File: config.mk
export PLATFORM = sky130hd
export DESIGN_NAME = srw_supervisor
export DESIGN_NICKNAME = d
export VERILOG_FILES = /design/src/core/srw_pkg.sv /design/src/core/srw_supervisor.sv
export SDC_FILE = /design/constraint.sdc
export NUM_CORES = 1
export LEC_CHECK = 0
export ABC_CLOCK_PERIOD_IN_PS = 4300
export BUFFER_PORTS_ARGS = -buffer_cell sky130_fd_sc_hd__buf_2
export CORE_ASPECT_RATIO = 0.9
export CORE_MARGIN = 2
export CORE_UTILIZATION = 60
export DETAILED_ROUTE_END_ITERATION = 10
export PLACE_DENSITY = 0.77
export SETUP_SLACK_MARGIN = 0.02
export SLEW_MARGIN = 10
export SYNTH_ARGS = -nofsm -noshare
export SYNTH_HDL_FRONTEND = slang
export SYNTH_SLANG_ARGS = --single-unit
File: constraint.sdc
create_clock -name ref_clk_i -period 4.3 [get_ports ref_clk_i]
set_clock_uncertainty 0.1 [all_clocks]
set_input_delay 0.215 -clock ref_clk_i [delete_from_list [all_inputs] [get_ports ref_clk_i]]
set_output_delay 0.215 -clock ref_clk_i [all_outputs]
set_load 0.05 [all_outputs]
File: src/core/srw_pkg.sv
/*
 * Shared constants of the supervisor reset and watchdog block: clock rate,
 * time base, hold period options, watchdog periods and input filter time.
 * Assumes a 20 MHz core clock; every period is derived from it here.
 */
package srw_pkg;

  // ----------------------------------------------------------------------
  // Clock and time base
  // ----------------------------------------------------------------------
  localparam int unsigned SRW_CLK_PERIOD_NS = 50;
  localparam int unsigned SRW_TICK_US       = 100;
  localparam int unsigned SRW_TICK_CYCLES   =
    SRW_TICK_US * 1000 / SRW_CLK_PERIOD_NS;

  // ----------------------------------------------------------------------
  // Counter widths
  // ----------------------------------------------------------------------
  localparam int unsigned SRW_PRE_W = 11;
  localparam int unsigned SRW_CNT_W = 19;
  localparam int unsigned SRW_DEB_W = 5;

  // ----------------------------------------------------------------------
  // Hold period options, least time of each, in microseconds
  // ----------------------------------------------------------------------
  localparam int unsigned SRW_HOLD_OPTIONS = 6;
  localparam int unsigned SRW_HOLD_MIN_US [SRW_HOLD_OPTIONS] =
    '{1100, 8800, 140000, 280000, 560000, 1120000};
  localparam int unsigned SRW_HOLD_SEL_STD = 2;

  // Least times round up to whole ticks
  function automatic int unsigned srw_hold_ticks(input int unsigned sel);
    int unsigned us;
    us = SRW_HOLD_MIN_US[sel];
    return (us + SRW_TICK_US - 1) / SRW_TICK_US;
  endfunction

  // ----------------------------------------------------------------------
  // Watchdog periods, least time, in milliseconds
  // ----------------------------------------------------------------------
  localparam int unsigned SRW_BOOT_TIMEOUT_MS = 35000;
  localparam int unsigned SRW_RUN_TIMEOUT_MS  = 1120;
  localparam int unsigned SRW_BOOT_TICKS      =
    (SRW_BOOT_TIMEOUT_MS * 1000 + SRW_TICK_US - 1) / SRW_TICK_US;
  localparam int unsigned SRW_RUN_TICKS       =
    (SRW_RUN_TIMEOUT_MS * 1000 + SRW_TICK_US - 1) / SRW_TICK_US;

  // ----------------------------------------------------------------------
  // Push-button filter
  // ----------------------------------------------------------------------
  localparam int unsigned SRW_DEB_NS     = 1000;
  localparam int unsigned SRW_DEB_CYCLES =
    (SRW_DEB_NS + SRW_CLK_PERIOD_NS - 1) / SRW_CLK_PERIOD_NS;

  // ----------------------------------------------------------------------
  // Reset values
  // ----------------------------------------------------------------------
  localparam logic SRW_SYS_RST_N_RST = 1'b0;
  localparam logic SRW_ALARM_N_RST   = 1'b1;
  localparam logic SRW_PB_N_RST      = 1'b1;

  typedef enum logic [0:0] {
    SRW_WD_BOOT = 1'b0,
    SRW_WD_RUN  = 1'b1
  } srw_wd_mode_t;

endpackage

File: src/core/srw_supervisor.sv
/*
 * Supervisor reset and watchdog control logic.
 * Assumes the undervoltage flags, push-button and heartbeat inputs are
 * asynchronous to ref_clk_i, and the clock runs free from power-up.
 */
// Behaviour
// [RQ1] Reset output is low while an enabled flag is high or the push-button is low.
// [RQ2] Reset stays low for one full hold period after every cause clears.
// [RQ3] The hold period is one of six build-time options, 140 ms by default.
// [RQ4] A new undervoltage during the hold restarts the hold timer from zero.
// [RQ5] One, two or three supply monitors are enabled by parameter.
// [RQ6] Push-button low asserts reset, clears the watchdog, holds alarm high.
// [RQ7] The push-button is filtered so a bouncing switch gives one reset.
// [RQ8] Either heartbeat edge services; no edge in the period lowers alarm.
// [RQ9] After each reset the watchdog uses a long first period, 35 s least.
// [RQ10] The 1.12 s period starts at first heartbeat edge or first expiry.
// [RQ11] Alarm looped to push-button: expiry resets, clears count, lifts alarm.
// [RQ12] After such a reset the long period restarts when the hold ends.
// [RQ13] Processor software toggles the heartbeat at separate program points.
// [RQ14] The watchdog count clears while reset is low and on every edge.
// [RQ15] Alarm is low during undervoltage and releases at once when clear.
// [RQ16] Periods come from a prescaled time base; inputs are synchronised.
`timescale 1ns/1ps
`default_nettype none

module srw_supervisor #(
  parameter int unsigned NUM_MONITORS = 3,
  parameter int unsigned TICK_CYCLES  = srw_pkg::SRW_TICK_CYCLES,
  parameter int unsigned HOLD_TICKS   =
    srw_pkg::srw_hold_ticks(srw_pkg::SRW_HOLD_SEL_STD),
  parameter int unsigned BOOT_TICKS   = srw_pkg::SRW_BOOT_TICKS,
  parameter int unsigned RUN_TICKS    = srw_pkg::SRW_RUN_TICKS
) (
  input  wire logic ref_clk_i,
  input  wire logic rst_i,
  input  wire logic primary_supply_low_i,
  input  wire logic secondary_supply_low_i,
  input  wire logic aux_monitor_in_low_i,
  input  wire logic push_button_reset_n_i,
  input  wire logic heartbeat_in_i,
  output var  logic system_reset_n_o,
  output var  logic timeout_alarm_n_o
);
  import srw_pkg::*;

  // ----------------------------------------------------------------------
  // Limits
  // ----------------------------------------------------------------------
  localparam logic [SRW_PRE_W-1:0] TICK_LIM = SRW_PRE_W'(TICK_CYCLES - 1);
  localparam logic [SRW_CNT_W-1:0] HOLD_LIM = SRW_CNT_W'(HOLD_TICKS);
  localparam logic [SRW_CNT_W-1:0] BOOT_LIM = SRW_CNT_W'(BOOT_TICKS);
  localparam logic [SRW_CNT_W-1:0] RUN_LIM  = SRW_CNT_W'(RUN_TICKS);
  localparam logic [SRW_DEB_W-1:0] DEB_LIM  = SRW_DEB_W'(SRW_DEB_CYCLES - 1);
  // Mask keeps a disabled monitor away from the reset logic
  localparam logic [2:0]           MON_MASK =
    (NUM_MONITORS >= 3) ? 3'h7 : ((NUM_MONITORS == 2) ? 3'h3 : 3'h1);

  // ----------------------------------------------------------------------
  // State
  // ----------------------------------------------------------------------
  typedef struct packed {
    logic [2:0]           uv_s1;
    logic [2:0]           uv_s2;
    logic                 pb_s1;
    logic                 pb_s2;
    logic                 hb_s1;
    logic                 hb_s2;
    logic                 hb_prev;
    logic                 pb_filt;
    logic [SRW_DEB_W-1:0] deb_cnt;
    logic [SRW_PRE_W-1:0] pre_cnt;
    logic                 tick;
    logic [SRW_CNT_W-1:0] hold_cnt;
    logic                 sys_rst_n;
    srw_wd_mode_t         wd_mode;
    logic [SRW_CNT_W-1:0] wd_cnt;
    logic                 wd_expired;
    logic                 alarm_n;
  } srw_state_t;

  // Idle levels: button released, no fault, reset asserted
  localparam srw_state_t STATE_RST = '{
    uv_s1:      3'h0,
    uv_s2:      3'h0,
    pb_s1:      SRW_PB_N_RST,
    pb_s2:      SRW_PB_N_RST,
    hb_s1:      1'b0,
    hb_s2:      1'b0,
    hb_prev:    1'b0,
    pb_filt:    SRW_PB_N_RST,
    deb_cnt:    '0,
    pre_cnt:    '0,
    tick:       1'b0,
    hold_cnt:   '0,
    sys_rst_n:  SRW_SYS_RST_N_RST,
    wd_mode:    SRW_WD_BOOT,
    wd_cnt:     '0,
    wd_expired: 1'b0,
    alarm_n:    SRW_ALARM_N_RST
  };

  srw_state_t           s_reg;
  srw_state_t           s_next;
  logic                 uv_now;
  logic                 pb_low;
  logic                 fault_now;
  logic                 hb_edge;
  logic [SRW_CNT_W-1:0] wd_lim;

  // Decoded causes; only synchronised levels are read here
  assign uv_now    = |(s_reg.uv_s2 & MON_MASK); // RQ5
  assign pb_low    = !s_reg.pb_filt;
  assign fault_now = uv_now || pb_low;
  assign hb_edge   = s_reg.hb_s2 ^ s_reg.hb_prev; // RQ8
  assign wd_lim    = (s_reg.wd_mode == SRW_WD_BOOT) ? BOOT_LIM : RUN_LIM;

  // ----------------------------------------------------------------------
  // Next state
  // ----------------------------------------------------------------------
  always_comb begin
    s_next = s_reg;

    // Two-flop synchronisers, second stage is the only reader of the first
    s_next.uv_s1   = {aux_monitor_in_low_i, secondary_supply_low_i,
                      primary_supply_low_i}; // RQ16
    s_next.uv_s2   = s_reg.uv_s1;
    s_next.pb_s1   = push_button_reset_n_i;
    s_next.pb_s2   = s_reg.pb_s1;
    s_next.hb_s1   = heartbeat_in_i;
    s_next.hb_s2   = s_reg.hb_s1;
    s_next.hb_prev = s_reg.hb_s2;

    // Filter: a new level must hold a full window, so bounce is absorbed
    if (s_reg.pb_s2 != s_reg.pb_filt) begin
      if (s_reg.deb_cnt == DEB_LIM) begin
        s_next.pb_filt = s_reg.pb_s2; // RQ7
        s_next.deb_cnt = '0;
      end else begin
        s_next.deb_cnt = s_reg.deb_cnt + 1'b1;
      end
    end else begin
      s_next.deb_cnt = '0;
    end

    // Shared prescaler; trades period resolution for small counters
    s_next.tick    = (s_reg.pre_cnt == TICK_LIM); // RQ16
    s_next.pre_cnt = s_next.tick ? '0 : s_reg.pre_cnt + 1'b1;

    // Reset hold; ticks are counted one past the limit so a partial first
    // tick never shortens the least hold time
    if (fault_now) begin
      s_next.sys_rst_n = 1'b0; // RQ1
      s_next.hold_cnt  = '0; // RQ4
    end else if (!s_reg.sys_rst_n && s_reg.tick) begin
      if (s_reg.hold_cnt == HOLD_LIM) begin
        s_next.sys_rst_n = 1'b1; // RQ2 RQ3
        s_next.hold_cnt  = '0;
      end else begin
        s_next.hold_cnt = s_reg.hold_cnt + 1'b1;
      end
    end

    // Watchdog
    // Reset and faults win, so an edge seen in reset keeps the long period
    if (!s_reg.sys_rst_n || fault_now) begin
      s_next.wd_cnt     = '0; // RQ14 RQ6 RQ11
      s_next.wd_mode    = SRW_WD_BOOT; // RQ9 RQ12
      s_next.wd_expired = 1'b0;
    end else if (hb_edge) begin
      s_next.wd_cnt     = '0; // RQ14
      s_next.wd_mode    = SRW_WD_RUN; // RQ10
      s_next.wd_expired = 1'b0;
    end else if (s_reg.tick) begin
      if (s_reg.wd_cnt == wd_lim) begin
        s_next.wd_cnt     = '0;
        s_next.wd_mode    = SRW_WD_RUN; // RQ10
        s_next.wd_expired = 1'b1; // RQ8
      end else begin
        s_next.wd_cnt = s_reg.wd_cnt + 1'b1;
      end
    end

    // Alarm: push-button forces high, undervoltage forces low, no hold
    if (pb_low) begin
      s_next.alarm_n = 1'b1; // RQ6 RQ11
    end else if (uv_now) begin
      s_next.alarm_n = 1'b0; // RQ15
    end else begin
      s_next.alarm_n = !s_next.wd_expired; // RQ8 RQ15
    end
  end

  // Synchronous reset; a full hold period follows it, as at power-up
  always_ff @(posedge ref_clk_i) begin
    if (rst_i) begin
      s_reg <= STATE_RST;
    end else begin
      s_reg <= s_next;
    end
  end

  // Both outputs come straight from flip-flops, so no glitch reaches a pin
  assign system_reset_n_o  = s_reg.sys_rst_n;
  assign timeout_alarm_n_o = s_reg.alarm_n;
endmodule

`default_nettype wire

==> reports/metrics.yaml <==
timing:
  finalSetupViolCount: 0
  finalHoldViolCount: 0
  setup_ws_ns: 1.98
  tightestPinTransition_ns: 1.06
  relSlewSlack_pct: 29.2
  max_freq_mhz: 431
  timing.hold.ws_ns: 0.105
  fin_crit_sh_pct: 54.0
  drv_slew: 0
  finalSetupTns_ns: 0
  rsz0062_at_grt: "no"
  layout_min_cycle_time_ns: 2.32
clocking:
  clkLatencyLatePin_ns: 0.34
  cts.clk_slew.worst_paths_ns: 0.08
  clk_path_buf_depth: 2
  cts_tree: "built"
  htreeDepth: 3
  numCtsBuffers: 9
  cts.sinks: 71
  cts_root_buf: "clkbuf_8"
drt:
  route.top_layer_used: "met4"
  wl_met1_um: 2640
  antenna_left: 0
  via_per_inst: 5.62
  vias: 2406
  wl_met2_um: 2600
  routed_wl_um: 5550
  drc: 0
  avgRoutedWirePerCell_um: 13.0
  drt_iter0_drc: 242
  met3_length_um: 270
  firstDrtPassIters: 4
synth:
  synthCells: 344
  synth_top_area_share_pct: 45.5
  synth_mux_area_share_pct: 0.321
  synth_xor_area_share_pct: 10.9
  synthTopCellsByArea: "dfxtp_1 (46%), xnor2_1 (6.7%), nor2_1 (4.5%)"
  ys_ff_latch: 71
  ys_seq_area_share_pct: 45.5
  synth_area_mm2: 0.00312
  synthAdderAreaFrac_pct: 2.41
  synth_edf_count: 0
  synth_cell_types: 44
  ys.flop_type: "dfxtp_1"
  netlist.top_cell.by_area: "dfxtp_1"
  synth_compound_area_share_pct: 7.38
  syn_nets: 357
  postSynth.asyncResetShare_pct: 0
  synth_top_family_by_area: "simple AND/OR/NAND/NOR gates"
  ys_warn_count: 0
  avgSynthCellArea_um2: 9.07
  synth-simple-area-share_pct: 29.9
global_route:
  grt_pass1_wl_um: 9740
  antenna_found_initial: 0
  overflow: 0
  grt_pass1_vias: 2268
  grt_usage_pct: 21.5
  grt_max_degree: 21
die:
  die_w_um: 80.0
  ioPinCount: 9
  fp-row-count: 24
  start_util_pct: 63.4
  die_y_um: 72.4
  core_area_mm2: 0.00492
  die_area_mm2: 0.00579
run:
  cap_violations: 0
worst_hold_path:
  hold_path.startpoint: "rst_i"
  hold_end: "s_reg[45]$_SDFF_PP0_"
  whs_path_depth: 2
  hp-class: "in -> reg"
critical_path:
  crit_cells: 4
  crit_slowest_cell: "a2111oi_4"
  critPathArrivalTime_ns: 2.41
  reg2reg_depth: 4
  critPathTopFamily: "compound AO/OA/AOI/OAI gates"
  required_ns: 4.38
  cp-start-kind: "flip-flop"
  crit_chain: "nor4b_1 -> nand4_1 -> a2111oi_4 -> nor3_1"
  worst-path-max-fanout: 19
  r2r_setup_slack_ns: 1.98
  r2r-end: "s_reg[6]$_SDFFE_PP0P_"
  crit_type: "reg -> reg"
  endpoint_kind: "flip-flop"
  r2r-start: "s_reg[8]$_SDFFE_PP0P_"
  path_buf_inv: 0
  cp_slowest_stage_delay_ns: 0.97
finish:
  layout_commonest_cell: "dfxtp_1"
  layout_common_cells: "dfxtp_1 (71), nor2_1 (37), nand2_1 (24), xnor2_1 (24), nor3_1 (22)"
  area_growth_syn_to_layout_pct: 9.94
  drive_gt1_share_pct: 8.82
  largest_register_ffs: 63
  finalNetCount: 371
  antenna_cells: 0
  fin_util_pct: 69.7
  design_area_mm2: 0.00343
power_and_ir_drop:
  power_frac_comb_pct: 2.4
  leakage_nw: 1.07
  p_int_mw: 0.950
  p_sw_mw: 0.274
  ir_worst_vdd_mv: 0.292
  p_clk_share_pct: 43.0
  power_density_mw_per_mm2: 357
  power_frac_seq_pct: 54.6
  p_sw_share_pct: 22.4
placed_design:
  dp_slack_ns: 2.02
  placed_area_mm2: 0.00318
  place.gp.congestion: 0.800
  place_hpwl_um: 3690
  io_buffers: 8
run_status:
  status: "completed"
[through the flow]
step / power, mW / cells
3_5_place_dp: 0.710 / 407
3_3_place_gp: 0.709 / 407
6_report: 1.22 / 428
4_1_cts: 1.24 / 428
2_1_floorplan: 0.702 / 344
5_1_grt: 1.27 / 428
[routing by layer]
layer,global-route usage (%),up-vias
met5,0,-
met4,9.04,0
met3,6.09,5
met2,34.8,53
met1,27.1,1102
li1,-,1246
[repair_timing]
item,CTS,global route
hold buffers,5,0
resized for setup,0,0
setup buffers,0,0
hold endpoints to repair,5,0
[worst max path at each step]
stage	start	end	slack (ns)
finish	s_reg[8]$_SDFFE_PP0P_	s_reg[6]$_SDFFE_PP0P_	1.98
global route	s_reg[8]$_SDFFE_PP0P_	s_reg[4]$_SDFFE_PP0P_	1.76
CTS	s_reg[8]$_SDFFE_PP0P_	s_reg[6]$_SDFFE_PP0P_	1.98
detailed placement	s_reg[6]$_SDFFE_PP0P_	s_reg[6]$_SDFFE_PP0P_	2.02
global placement	s_reg[6]$_SDFFE_PP0P_	s_reg[10]$_SDFFE_PP0P_	2.10
floorplan	system_reset_n_o$_SDFFE_PP0P_	s_reg[34]$_SDFFE_PP0P_	2.26
[power by group through the flow]
stage / clock (mW) / sequential, mW / combinational (mW)
3_3_place_gp: 0 / 0.684 / 0.0254
2_1_floorplan: 0 / 0.685 / 0.0174
5_1_grt: 0.563 / 0.670 / 0.0337
4_1_cts: 0.538 / 0.669 / 0.0293
6_report: 0.526 / 0.669 / 0.0297
3_5_place_dp: 0 / 0.684 / 0.0259
[cells by family (layout without fill, tap and decap cells)]
logic type,after synthesis,in the layout
mux,1,1
xor+xnor,39,39
flops,71,71
simple gates,171,171
buf+inv,23,42
fa+ha+maj,6,6
compound gates,33,33
[synth_stat cells (2+ instances only)]
library cell and number:
dfxtp_1 71, nor2_1 37, nand2_1 24, xnor2_1 24, nor3_1 22, xor2_1 15, nand4_1 14, nand3_1 13
inv_1 12, nor2b_1 12, or3_1 10, a21oi_1 9, nor4_1 9, o21ai_0 8, and4_1 7, ha_1 6
a211oi_1 4, buf_2 4, clkbuf_1 4, or4_1 4, and3_1 3, o31ai_1 3, or2_2 3, a211o_1 2
buf_6 2, nand2b_1 2, nand4b_1 2, nor4b_1 2
[layout make-up]
cell class	count	area, um^2
multi-input cells	250	1590
clock inverters	6	68.8
repair buffers	14	97.6
fillers	402	1490
inverters	12	45.0
clock buffers	10	128
well taps	65	81.3
flip-flops and latches	71	1420
Power figures use the tool's default switching activity.
